### src/pkg/cpu8_params.svh
// Offsets, field positions, opcodes, vectors, reset values and timing counts
`ifndef CPU8_PARAMS_SVH
`define CPU8_PARAMS_SVH
`define TMR_CTRL_OFS   12'h000
`define TMR_COUNT_OFS  12'h004
`define CORE_STAT_OFS  12'h008
`define TMR_EN_BIT     0
`define TMR_FLAG_BIT   1
`define VEC_TIMER      16'hFFF8
`define VEC_IRQ        16'hFFFA
`define VEC_SWI        16'hFFFC
`define VEC_RESET      16'hFFFE
`define SP_RESET       8'h7F
`define CC_TOP_ONES    3'h7
`define OP_TAX         8'h97
`define OP_TXA         8'h9F
`define OP_TSTA        8'h4D
`define OP_TSTX        8'h5D
`define OP_STOP        8'h8E
`define OP_WAIT        8'h8F
`define OP_SWI         8'h83
`define OP_RTI         8'h80
`define LO_SUB         4'h0
`define LO_STA         4'h7
`define LO_STX         4'hF
`define LO_TST         4'hD
`define CYC_MIN        4'h1
`define CYC_TRAP       4'hA
`define CYC_RETURN     4'h9
`define STABILISE_CYC  11'h780
`define PRESCALE_LAST  3'h7
`endif

### src/pkg/cpu8_pkg.sv
// Types shared by the core and its timer
package cpu8_pkg;
	typedef enum logic [3:0] {
		ST_VEC_A, ST_VEC_B, ST_VEC_C, ST_DECODE, ST_HI, ST_ADDR, ST_OPER,
		ST_PAD, ST_PUSH, ST_PULL, ST_WAITING, ST_HALTED, ST_STABLE
	} state_e;
	typedef enum logic [2:0] {M_INH, M_IMM, M_DIR, M_EXT, M_IX0, M_IX1, M_IX2} mode_e;
	typedef struct packed {logic h; logic i; logic n; logic z; logic c;} cc_s;
	typedef struct packed {
		state_e      st;
		logic [15:0] pc;
		logic [7:0]  a;
		logic [7:0]  x;
		logic [7:0]  sp;
		logic [7:0]  op;
		logic [7:0]  hi;
		cc_s         cc;
		logic [2:0]  idx;
		logic [3:0]  cnt;
		logic [3:0]  need;
		logic [15:0] vec;
		logic [10:0] stab;
		logic [2:0]  irq_sync;
		logic        irq_lvl;
		logic [15:0] mem_addr;
		logic        mem_rd;
		logic        mem_wr;
		logic [7:0]  mem_wdata;
		logic [31:0] prdata;
		logic        pready;
		logic        pslverr;
	} core_s;
	typedef struct packed {
		logic [2:0] pre;
		logic [7:0] count;
		logic       en;
		logic       flag;
	} tmr_s;
endpackage

### src/pkg/timer_if.sv
// Control and status between the core and its timer
`timescale 1ns/1ps
interface timer_if;
	logic       prescale_clear;
	logic       irq_disable;
	logic       flag_clear;
	logic       en_write;
	logic       en_value;
	logic       count_write;
	logic [7:0] count_value;
	logic       osc_stopped;
	logic [7:0] count;
	logic       flag;
	logic       irq_en;
	modport core (output prescale_clear, irq_disable, flag_clear, en_write, en_value,
		count_write, count_value, osc_stopped, input count, flag, irq_en);
	modport timer (input prescale_clear, irq_disable, flag_clear, en_write, en_value,
		count_write, count_value, osc_stopped, output count, flag, irq_en);
endinterface

### src/verilog/cpu8_timer.sv
// Timer with prescaler, down counter and zero flag
`timescale 1ns/1ps
`include "cpu8_params.svh"
module cpu8_timer (
	// Clock and reset
	input wire logic ref_clk,
	input wire logic rst_n,
	// Core side
	timer_if.timer   tif
);
	import cpu8_pkg::*;

	tmr_s q;      // Registered state
	tmr_s n;      // Next state
	logic tick;   // Prescaler wrap
	logic set;    // Count reached zero

	////////////////////////////////////////////////////////////////////////////
	// Next state
	always_comb begin
		n = q;
		tick = 1'b0;
		// Prescaler frozen while the oscillator is stopped
		if (tif.prescale_clear) begin
			n.pre = 3'h0;
		end else if (!tif.osc_stopped) begin
			n.pre = q.pre + 3'h1;
			tick = (q.pre == `PRESCALE_LAST);
		end
		set = tick && (q.count == 8'h01);
		if (tick) begin
			n.count = q.count - 8'h01;
		end
		// Software load wins over the decrement
		if (tif.count_write) begin
			n.count = tif.count_value;
		end
		// Set wins over clear so a zero crossing is never lost
		n.flag = (q.flag & ~tif.flag_clear) | set;
		if (tif.irq_disable) begin
			n.en = 1'b0;
		end else if (tif.en_write) begin
			n.en = tif.en_value;
		end
	end

	////////////////////////////////////////////////////////////////////////////
	// State register
	always_ff @(posedge ref_clk or negedge rst_n) begin
		if (!rst_n) begin
			q <= '0;
		end else begin
			q <= n;
		end
	end

	assign tif.count  = q.count;
	assign tif.flag   = q.flag;
	assign tif.irq_en = q.en;
endmodule // cpu8_timer

### src/verilog/cpu8_core.sv
// 8-bit core: stores, subtract, test, transfers, trap, return and low power
`timescale 1ns/1ps
`include "cpu8_params.svh"
module cpu8_core (
	// Clock and reset
	input  wire logic        ref_clk,
	input  wire logic        rst_n,
	// External interrupt pin, active low
	input  wire logic        irq_n,
	// Processor bus to program and data memory
	output logic      [15:0] mem_addr,
	output logic             mem_rd,
	output logic             mem_wr,
	output logic      [7:0]  mem_wdata,
	input  wire logic [7:0]  mem_rdata,
	// APB slave
	input  wire logic        psel,
	input  wire logic        penable,
	input  wire logic        pwrite,
	input  wire logic [11:0] paddr,
	input  wire logic [31:0] pwdata,
	output logic      [31:0] prdata,
	output logic             pready,
	output logic             pslverr
);
	import cpu8_pkg::*;

	////////////////////////////////////////////////////////////////////////////
	// Helpers

	// Negative and zero of a byte
	function automatic logic [1:0] nz(input logic [7:0] v);
		nz = {v[7], (v == 8'h00)};
	endfunction

	// Difference with borrow in bit 8
	function automatic logic [8:0] sub_c(input logic [7:0] a, input logic [7:0] m);
		logic [7:0] r;
		r = a - m;
		sub_c = {(~a[7] & m[7]) | (m[7] & r[7]) | (r[7] & ~a[7]), r};
	endfunction

	// Addressing mode from the opcode; anything unhandled is inherent
	function automatic mode_e mode_of(input logic [7:0] op);
		logic ok;
		ok = ((op[3:0] == `LO_SUB) && (op[7:4] >= 4'hA))
			|| (((op[3:0] == `LO_STA) || (op[3:0] == `LO_STX)) && (op[7:4] >= 4'hB))
			|| ((op[3:0] == `LO_TST) && ((op[7:4] == 4'h3) || (op[7:4] == 4'h6)
			|| (op[7:4] == 4'h7)));
		mode_of = M_INH;
		if (ok) begin
			// Column pattern shared by every memory form
			case (op[7:4])
				4'hA: mode_of = M_IMM;
				4'hB, 4'h3: mode_of = M_DIR;
				4'hC: mode_of = M_EXT;
				4'hD: mode_of = M_IX2;
				4'hE, 4'h6: mode_of = M_IX1;
				4'hF, 4'h7: mode_of = M_IX0;
				default: mode_of = M_INH;
			endcase
		end
	endfunction

	// Cycle count of each opcode, newer process
	function automatic logic [3:0] cycles_of(input logic [7:0] op);
		case (op)
			`OP_SWI: cycles_of = `CYC_TRAP;
			`OP_RTI: cycles_of = `CYC_RETURN;
			`OP_TSTA, `OP_TSTX: cycles_of = 4'h3;
			8'h3D, 8'h7D, 8'hC0, 8'hE0: cycles_of = 4'h4;
			8'hB7, 8'hBF, 8'hF7, 8'hFF: cycles_of = 4'h4;
			8'hB0, 8'hF0: cycles_of = 4'h3;
			8'h6D, 8'hD0, 8'hC7, 8'hCF, 8'hE7, 8'hEF: cycles_of = 4'h5;
			8'hD7, 8'hDF: cycles_of = 4'h6;
			default: cycles_of = 4'h2;
		endcase
	endfunction

	////////////////////////////////////////////////////////////////////////////
	// State and timer link

	core_s       q;       // Registered state
	core_s       n;       // Next state
	timer_if     tif();   // Timer control and status
	logic [3:0]  cur;     // Cycle number within the instruction
	logic        done;    // Instruction finished
	logic        access;  // Effective address ready
	logic [15:0] ea;      // Effective address
	logic [15:0] base;    // Address before indexing
	logic [8:0]  diff;    // Subtract result with borrow
	logic        tmr_req; // Timer wants service
	mode_e       mode;    // Mode of the fetched or held opcode

	cpu8_timer u_timer (
		.ref_clk (ref_clk),
		.rst_n   (rst_n),
		.tif     (tif)
	);

	////////////////////////////////////////////////////////////////////////////
	// Next state
	always_comb begin
		n = q;
		done = 1'b0;
		access = 1'b0;
		ea = 16'h0000;
		base = 16'h0000;
		diff = 9'h000;
		n.mem_rd = 1'b0;
		n.mem_wr = 1'b0;
		n.pready = 1'b0;
		n.pslverr = 1'b0;
		tif.prescale_clear = 1'b0;
		tif.irq_disable = 1'b0;
		tif.flag_clear = 1'b0;
		tif.en_write = 1'b0;
		tif.en_value = pwdata[`TMR_EN_BIT];
		tif.count_write = 1'b0;
		tif.count_value = pwdata[7:0];
		// Timer stays frozen only while the oscillator is off
		tif.osc_stopped = (q.st == ST_HALTED);
		tmr_req = tif.flag & tif.irq_en;
		cur = (q.st == ST_DECODE) ? 4'h1 : q.cnt + 4'h1;
		n.cnt = cur;
		mode = mode_of((q.st == ST_DECODE) ? mem_rdata : q.op);

		// Pin synchroniser; the level moves once stages two and three agree
		n.irq_sync = {q.irq_sync[1:0], irq_n};
		if (q.irq_sync[1] == q.irq_sync[2]) begin
			n.irq_lvl = q.irq_sync[2];
		end

		case (q.st)
			// Vector high byte request
			ST_VEC_A: begin
				n.mem_addr = q.vec;
				n.mem_rd = 1'b1;
				n.st = ST_VEC_B;
			end
			// Vector low byte request
			ST_VEC_B: begin
				n.pc[15:8] = mem_rdata;
				n.mem_addr = q.vec + 16'h0001;
				n.mem_rd = 1'b1;
				n.st = ST_VEC_C;
			end
			ST_VEC_C: begin
				n.pc[7:0] = mem_rdata;
				done = 1'b1;
			end
			// Opcode arrives; PC already points past it
			ST_DECODE: begin
				n.op = mem_rdata;
				n.need = cycles_of(mem_rdata);
				if (mode == M_IX0) begin
					ea = {8'h00, q.x};
					access = 1'b1;
				end else if (mode != M_INH) begin
					// Operand or address byte next
					n.mem_addr = q.pc;
					n.mem_rd = 1'b1;
					n.pc = q.pc + 16'h0001;
					if (mode == M_IMM) begin
						n.st = ST_OPER;
					end else if ((mode == M_EXT) || (mode == M_IX2)) begin
						n.st = ST_HI;
					end else begin
						n.st = ST_ADDR;
					end
				end else begin
					done = 1'b1;
					case (mem_rdata)
						`OP_TAX: n.x = q.a;
						`OP_TXA: n.a = q.x;
						`OP_TSTA: {n.cc.n, n.cc.z} = nz(q.a);
						`OP_TSTX: {n.cc.n, n.cc.z} = nz(q.x);
						// Oscillator off; timer quietened first
						`OP_STOP: begin
							done = 1'b0;
							n.cc.i = 1'b0;
							tif.prescale_clear = 1'b1;
							tif.irq_disable = 1'b1;
							tif.flag_clear = 1'b1;
							n.st = ST_HALTED;
						end
						// Core idles, timer keeps counting
						`OP_WAIT: begin
							done = 1'b0;
							n.cc.i = 1'b0;
							n.st = ST_WAITING;
						end
						`OP_SWI: begin
							done = 1'b0;
							n.vec = `VEC_SWI;
							n.idx = 3'h0;
							n.st = ST_PUSH;
						end
						// First pull request
						`OP_RTI: begin
							done = 1'b0;
							n.sp = q.sp + 8'h01;
							n.mem_addr = {8'h00, n.sp};
							n.mem_rd = 1'b1;
							n.idx = 3'h0;
							n.st = ST_PULL;
						end
						default: done = 1'b1; // Unhandled opcodes act as one-byte no-ops
					endcase
				end
			end
			// High address byte of a wide form
			ST_HI: begin
				n.hi = mem_rdata;
				n.mem_addr = q.pc;
				n.mem_rd = 1'b1;
				n.pc = q.pc + 16'h0001;
				n.st = ST_ADDR;
			end
			// Last address byte; add X for indexed forms
			ST_ADDR: begin
				base = ((mode == M_EXT) || (mode == M_IX2)) ? {q.hi, mem_rdata}
					: {8'h00, mem_rdata};
				ea = ((mode == M_IX1) || (mode == M_IX2)) ? base + {8'h00, q.x} : base;
				access = 1'b1;
			end
			// Operand arrives
			ST_OPER: begin
				done = 1'b1;
				if (q.op[3:0] == `LO_SUB) begin
					diff = sub_c(q.a, mem_rdata);
					n.a = diff[7:0];
					n.cc.c = diff[8];
					{n.cc.n, n.cc.z} = nz(diff[7:0]);
				end else begin
					{n.cc.n, n.cc.z} = nz(mem_rdata);
				end
			end
			// Holds until the cycle count is met
			ST_PAD: done = 1'b1;
			// One stacked byte per cycle
			ST_PUSH: begin
				n.mem_addr = {8'h00, q.sp};
				n.mem_wr = 1'b1;
				case (q.idx)
					3'h0: n.mem_wdata = q.pc[7:0];
					3'h1: n.mem_wdata = q.pc[15:8];
					3'h2: n.mem_wdata = q.x;
					3'h3: n.mem_wdata = q.a;
					default: n.mem_wdata = {`CC_TOP_ONES, q.cc};
				endcase
				n.sp = q.sp - 8'h01;
				n.idx = q.idx + 3'h1;
				if (q.idx == 3'h4) begin
					n.cc.i = 1'b1;
					n.st = ST_VEC_A;
				end
			end
			// One pulled byte per cycle
			ST_PULL: begin
				case (q.idx)
					3'h0: n.cc = mem_rdata[4:0];
					3'h1: n.a = mem_rdata;
					3'h2: n.x = mem_rdata;
					3'h3: n.pc[15:8] = mem_rdata;
					default: n.pc[7:0] = mem_rdata;
				endcase
				if (q.idx == 3'h4) begin
					done = 1'b1;
				end else begin
					n.sp = q.sp + 8'h01;
					n.mem_addr = {8'h00, n.sp};
					n.mem_rd = 1'b1;
					n.idx = q.idx + 3'h1;
				end
			end
			// Pin wins over the timer when both are asking
			ST_WAITING: begin
				if (!q.irq_lvl) begin
					n.vec = `VEC_IRQ;
					n.need = `CYC_MIN;
					n.idx = 3'h0;
					n.st = ST_PUSH;
				end else if (tmr_req) begin
					n.vec = `VEC_TIMER;
					n.need = `CYC_MIN;
					n.idx = 3'h0;
					n.st = ST_PUSH;
				end
			end
			// Only the pin can restart the oscillator
			ST_HALTED: begin
				if (!q.irq_lvl) begin
					n.stab = 11'h000;
					n.st = ST_STABLE;
				end
			end
			// Settling delay before the vector fetch
			ST_STABLE: begin
				n.stab = q.stab + 11'h001;
				if (q.stab == `STABILISE_CYC - 11'h001) begin
					n.vec = `VEC_IRQ;
					n.need = `CYC_MIN;
					n.idx = 3'h0;
					n.st = ST_PUSH;
				end
			end
			default: n.st = ST_PAD;
		endcase

		// Store writes now; subtract and test read the operand
		if (access) begin
			// Opcode of this instruction, never the one before it
			if (n.op[3:0] == `LO_STA) begin
				n.mem_addr = ea;
				n.mem_wr = 1'b1;
				n.mem_wdata = q.a;
				{n.cc.n, n.cc.z} = nz(q.a);
				done = 1'b1;
			end else if (n.op[3:0] == `LO_STX) begin
				n.mem_addr = ea;
				n.mem_wr = 1'b1;
				n.mem_wdata = q.x;
				{n.cc.n, n.cc.z} = nz(q.x);
				done = 1'b1;
			end else begin
				n.mem_addr = ea;
				n.mem_rd = 1'b1;
				n.st = ST_OPER;
			end
		end

		// Instruction boundary: pad, take an interrupt, or fetch
		if (done) begin
			if (cur < n.need) begin
				n.st = ST_PAD;
			end else if (!q.irq_lvl && !n.cc.i) begin
				n.vec = `VEC_IRQ;
				n.need = `CYC_MIN;
				n.idx = 3'h0;
				n.st = ST_PUSH;
			end else if (tmr_req && !n.cc.i) begin
				n.vec = `VEC_TIMER;
				n.need = `CYC_MIN;
				n.idx = 3'h0;
				n.st = ST_PUSH;
			end else begin
				n.mem_addr = n.pc;
				n.mem_rd = 1'b1;
				n.pc = n.pc + 16'h0001;
				n.st = ST_DECODE;
			end
		end

		// APB setup: decode and answer in the first access cycle
		if (psel && !penable) begin
			n.pready = 1'b1;
			n.prdata = 32'h0000_0000;
			if (paddr == `TMR_CTRL_OFS) begin
				n.prdata[`TMR_EN_BIT] = tif.irq_en;
				n.prdata[`TMR_FLAG_BIT] = tif.flag;
			end else if (paddr == `TMR_COUNT_OFS) begin
				n.prdata[7:0] = tif.count;
			end else if (paddr == `CORE_STAT_OFS) begin
				n.prdata[2:0] = {q.cc.i, (q.st == ST_HALTED), (q.st == ST_WAITING)};
			end else begin
				n.pslverr = 1'b1; // Unmapped address
			end
		end
		// APB write lands at the completing edge
		if (psel && penable && q.pready && pwrite && !q.pslverr) begin
			if (paddr == `TMR_CTRL_OFS) begin
				tif.en_write = 1'b1;
				if (pwdata[`TMR_FLAG_BIT]) begin
					tif.flag_clear = 1'b1;
				end
			end else if (paddr == `TMR_COUNT_OFS) begin
				tif.count_write = 1'b1;
			end
		end
	end

	////////////////////////////////////////////////////////////////////////////
	// State register; reset starts at the reset vector
	always_ff @(posedge ref_clk or negedge rst_n) begin
		if (!rst_n) begin
			q <= '0;
			q.st <= ST_VEC_A;
			q.sp <= `SP_RESET;
			q.vec <= `VEC_RESET;
			q.cc.i <= 1'b1;
			q.irq_sync <= 3'h7;
			q.irq_lvl <= 1'b1;
		end else begin
			q <= n;
		end
	end

	////////////////////////////////////////////////////////////////////////////
	// Outputs straight from the state register
	assign mem_addr  = q.mem_addr;
	assign mem_rd    = q.mem_rd;
	assign mem_wr    = q.mem_wr;
	assign mem_wdata = q.mem_wdata;
	assign prdata    = q.prdata;
	assign pready    = q.pready;
	assign pslverr   = q.pslverr;
endmodule // cpu8_core

### config.mk
export PLATFORM = sky130hd
export DESIGN_NAME = cpu8_core
export DESIGN_NICKNAME = d
export VERILOG_FILES = /design/src/pkg/cpu8_pkg.sv /design/src/pkg/timer_if.sv /design/src/verilog/cpu8_timer.sv /design/src/verilog/cpu8_core.sv
export VERILOG_INCLUDE_DIRS = /design/src /design/src/pkg
export SDC_FILE = /design/constraint.sdc
export NUM_CORES = 1
export LEC_CHECK = 0
export BUFFER_PORTS_ARGS = -buffer_cell sky130_fd_sc_hd__buf_2
export CORE_AREA = 10 10 155 157
export DETAILED_ROUTE_END_ITERATION = 12
export DIE_AREA = 0 0 165 167
export PLACE_DENSITY = 0.8
export SETUP_SLACK_MARGIN = 0.15
export SKIP_CTS_REPAIR_TIMING = 1
export SYNTH_ARGS = -nofsm -noshare
export SYNTH_HDL_FRONTEND = slang
export SYNTH_SLANG_ARGS = --single-unit
### constraint.sdc
create_clock -name ref_clk -period 10.8 [get_ports ref_clk]
set_clock_uncertainty 0.1 [all_clocks]
set_input_delay 0.54 -clock ref_clk [delete_from_list [all_inputs] [get_ports ref_clk]]
set_output_delay 0.54 -clock ref_clk [all_outputs]
set_load 0.005 [all_outputs]
==> impl_metrics.yaml <==
finish:
  finish.utilization: 0.6254
  post_route_cells_drive_above_1_share: 0.1224
  flow.area_growth_from_synthesis_pct: 5.398
  post_layout_nets: 1626
  n_antenna_cell: 0
  finish.instance_area_um2: 13020
synthesis:
  netlist_area_um2: 12360
  ys_async_sr_fraction: 1.000
  edff_count_synth: 0
  synth_top_area_share: 0.2613
  yosysSeqAreaShare: 0.3187
  postSynthCellCount: 1559
  synthesis.yosys.warnings: 0
  ys_top_cells_by_area: "sky130_fd_sc_hd__dfrtp_1 (26%), sky130_fd_sc_hd__dfstp_2 (5.7%), sky130_fd_sc_hd__nand2_1 (5.4%), sky130_fd_sc_hd__o21ai_0 (5.2%), sky130_fd_sc_hd__nor2_1 (4.7%)"
  postSynthRegisterBits: 156
  synth_flop_cell: "sky130_fd_sc_hd__dfrtp_1"
  synth_cell_type_count: 92
  synth_area_per_cell_um2: 7.925
  yosys.area.top_type: "sky130_fd_sc_hd__dfrtp_1"
timing:
  report.final.slew_viol_count: 0
  fmax_mhz: 177.4
  hold_viol: 0
  period_minus_slack_ns: 5.636
  setup_violations: 0
  timing.slew.headroom: 0.2063
  tightestPinTransition_ns: 1.185
  unrepaired_setup_endpoints_after_global_routing: "false"
  min_period_over_period: 0.5218
  setup_total_negative_slack_ns: 0
placement:
  gp_congestion: 1.054
  io_buffer_count: 69
  post_dp_cell_area_um2: 12430
  detailedPlacementHpwl_mm: 29.73
floorplan:
  ports_placed_on_the_boundary: 118
  die_w_um: 165
  floorplan.rows: 53
  core-area_um2: 20820
  initial_core_util: 0.5934
  fp.dieArea_um2: 27560
  die_y_um: 167
power:
  cellInternalPower_mw: 1.950
  share_seq_of_total_power: 0.294
  power.switching_fraction: 0.5017
  combPwrFrac: 0.548
  netSwitchingPower_mw: 1.964
  irDropWorstVdd_mv: 0.1659
  power_per_cell_area_nw_per_um2: 300.6
  p_leak_nw: 5.434
  clkPwrFrac: 0.158
grt:
  pin_count_of_the_biggest_net_entering_global_routing: 80
  global_route.overflow_total: 0
  grt_util_all_layers: 0.2946
  number_of_antenna_violations_at_the_first_check_in_global_routing: 0
  grt_pass1_wl_mm: 64.98
  vias_in_the_first_global_route: 11590
cts:
  cts.clk_slew.worst_paths_ns: 0.08
  clockBufferDepth: 2
  clock_latency_ns: 0.45
  tritoncts: "done"
  htreeDepth: 4
  clock_sinks: 156
  tritoncts.num_buffers: 17
  cts_root_buf: "sky130_fd_sc_hd__clkbuf_16"
critical_path:
  reg2regPathDepth: 15
  critical_path_arrival_ns: 5.91
  critPathCapture: "q[162]$_DFF_PN0_"
  category_of_the_worst_setup_path_launch_point: "register"
  criticalPathCategory: "register to register"
  cp.required_ns: 11.07
  regToRegEndpoint: "q[162]$_DFF_PN0_"
  timing.rr.start: "q[166]$_DFF_PN0_"
  critPathLaunch: "q[166]$_DFF_PN0_"
  timing.critical_path.fanout_max: 22
  endpoint_kind: "register"
  setup_slack_on_the_worst_flop_to_flop_path_ns: 5.16
detailed_routing:
  drc: 0
  detailroute.via_count: 12400
  avgViaCountPerCell: 6.816
  finalWirelength_mm: 41.56
  post_drt_wl_per_cell_um: 22.85
  ant_nets: 0
  drt_pre_antenna_iters: 9
  initial_drc_count: 1985
worst_hold_path:
  min_path_type: "input pin to async pin"
outcome:
  outcome: "complete, no violations"
run:
  max_cap_viol: 0
cell usage after synthesis, types with 5 or more instances:
library cell and number:
sky130_fd_sc_hd__nand2_1 179, sky130_fd_sc_hd__nor2_1 156, sky130_fd_sc_hd__dfrtp_1 129, sky130_fd_sc_hd__o21ai_0 128, sky130_fd_sc_hd__a21oi_1 108, sky130_fd_sc_hd__clkbuf_1 78
sky130_fd_sc_hd__nand3_1 61, sky130_fd_sc_hd__buf_4 57, sky130_fd_sc_hd__inv_1 40, sky130_fd_sc_hd__xnor2_1 38, sky130_fd_sc_hd__ha_1 34, sky130_fd_sc_hd__nor3_1 30
sky130_fd_sc_hd__xor2_1 28, sky130_fd_sc_hd__dfstp_2 27, sky130_fd_sc_hd__mux2i_1 27, sky130_fd_sc_hd__a31oi_1 26, sky130_fd_sc_hd__a22oi_1 22, sky130_fd_sc_hd__o211ai_1 22
sky130_fd_sc_hd__a221oi_1 21, sky130_fd_sc_hd__nand4_1 20, sky130_fd_sc_hd__or3_1 18, sky130_fd_sc_hd__and3_1 17, sky130_fd_sc_hd__o22ai_1 17, sky130_fd_sc_hd__nor4_1 16
sky130_fd_sc_hd__a211oi_1 15, sky130_fd_sc_hd__a22o_1 14, sky130_fd_sc_hd__and2_1 14, sky130_fd_sc_hd__nor2b_1 13, sky130_fd_sc_hd__a21o_1 12, sky130_fd_sc_hd__a222oi_1 12
sky130_fd_sc_hd__nand2b_1 12, sky130_fd_sc_hd__o221ai_1 11, sky130_fd_sc_hd__buf_1 8, sky130_fd_sc_hd__buf_2 8, sky130_fd_sc_hd__o31ai_1 8, sky130_fd_sc_hd__or2_2 8
sky130_fd_sc_hd__mux2_2 7, sky130_fd_sc_hd__o21a_1 7, sky130_fd_sc_hd__a21boi_0 6, sky130_fd_sc_hd__nor3b_1 5, sky130_fd_sc_hd__o21bai_1 5, sky130_fd_sc_hd__o311ai_0 5
sequential cells by signal, summed over array words and instances, names as in the netlist, 2 cells and up:
signal / cells
mem_wdata: 8
n: 2
mem_addr: 16
prdata: 8
q: 105
u_timer.q: 3
u_timer.tif.count: 8
worst min-delay path by stage:
stage | end | cells past startpoint | start
after floorplan | mem_addr[0]$_DFF_PN0_ | 0 | rst_n
after global placement | n[63]$_DFF_PN1_ | 0 | n[62]$_DFF_PN1_
after detailed placement | n[63]$_DFF_PN1_ | 0 | n[62]$_DFF_PN1_
after CTS | prdata[4]$_DFFE_PN0P_ | 1 | rst_n
after global routing | prdata[4]$_DFFE_PN0P_ | 1 | rst_n
final | prdata[6]$_DFFE_PN0P_ | 1 | rst_n
logic make-up after synthesis:
group	after synthesis	share of synthesized area
AND/OR/NAND/NOR	581	0.2274
AO/OA/AOI/OAI	486	0.2579
buffers and inverters	197	0.08051
flip-flops	156	0.3187
XOR/XNOR	66	0.04679
adder cells (fa/ha/maj)	38	0.04010
multiplexers	34	0.02825
other	1	0.0003035
layer usage:
metal	track usage	vias up	wire (µm)
li1	-	5552	-
met1	0.3944	5794	16280
met2	0.4345	884	18060
met3	0.06410	169	5073
met4	0.1525	0	2147
met5	0	-	0
critical path, cell delays in order, from the launching register on:
cell                       delay (ns)
sky130_fd_sc_hd__dfrtp_1         0.73
sky130_fd_sc_hd__clkinv_1        0.62
sky130_fd_sc_hd__nor3_1          0.77
sky130_fd_sc_hd__o21ai_0         0.38
sky130_fd_sc_hd__a22oi_1         0.33
sky130_fd_sc_hd__ha_1            0.20
sky130_fd_sc_hd__a21o_1          0.10
sky130_fd_sc_hd__a21oi_1         0.07
sky130_fd_sc_hd__a21boi_0        0.13
sky130_fd_sc_hd__a31oi_1         0.24
sky130_fd_sc_hd__a21boi_2        0.35
sky130_fd_sc_hd__nand2_2         0.34
sky130_fd_sc_hd__nor4b_4         0.58
sky130_fd_sc_hd__and3b_1         0.26
sky130_fd_sc_hd__and4bb_1        0.21
sky130_fd_sc_hd__xor2_1          0.15
through the flow:
| stage | setup WS [ns] | std cells | hold slack, ns | power, mW |
|---|---|---|---|---|
| 6_report | 5.164 | 1819 | 0.005841 | 3.914 |
| 5_1_grt | 4.814 | 1819 | 0.07363 | 4.155 |
| 4_1_cts | 5.339 | 1819 | 0.04968 | 3.827 |
| 3_5_place_dp | 5.377 | 1787 | 0.2492 | 3.199 |
| 3_3_place_gp | 5.361 | 1787 | 0.2493 | 3.145 |
| 2_1_floorplan | 6.630 | 1582 | 0.1444 | 2.623 |
final cells by class:
| class | count | area (µm²) |
|---|---|---|
| Fill cell | 1849 | 7800 |
| Tap cell | 275 | 344.1 |
| Clock inverter | 15 | 166.4 |
| Clock buffer | 17 | 425.4 |
| Sequential cell | 156 | 3938 |
| Timing Repair Buffer | 86 | 479.2 |
| Inverter | 41 | 153.9 |
| Multi-Input combinational cell | 1229 | 7516 |
power by group through the flow:
stage                     sequential (mW)  clock (mW)  combinational, mW
after floorplan                     0.971           0               1.65
after global placement               1.13           0               2.02
after detailed placement             1.14           0               2.06
after CTS                            1.13       0.621               2.08
after global routing                 1.17       0.645               2.34
final                                1.15       0.619               2.14
cells in the final DEF (no fill, tap or decap), types with 26 or more instances in the layout:
cell,n
sky130_fd_sc_hd__nand3_1,61
sky130_fd_sc_hd__dfrtp_1,129
sky130_fd_sc_hd__xor2_1,28
sky130_fd_sc_hd__o21ai_0,128
sky130_fd_sc_hd__a31oi_1,26
sky130_fd_sc_hd__nor2_1,156
sky130_fd_sc_hd__inv_1,40
sky130_fd_sc_hd__ha_1,34
sky130_fd_sc_hd__xnor2_1,38
sky130_fd_sc_hd__a21oi_1,108
sky130_fd_sc_hd__mux2i_1,27
sky130_fd_sc_hd__dfstp_2,27
sky130_fd_sc_hd__nor3_1,30
sky130_fd_sc_hd__buf_2,68
sky130_fd_sc_hd__nand2_1,179
Note: power is estimated with default switching activity, not from simulation.
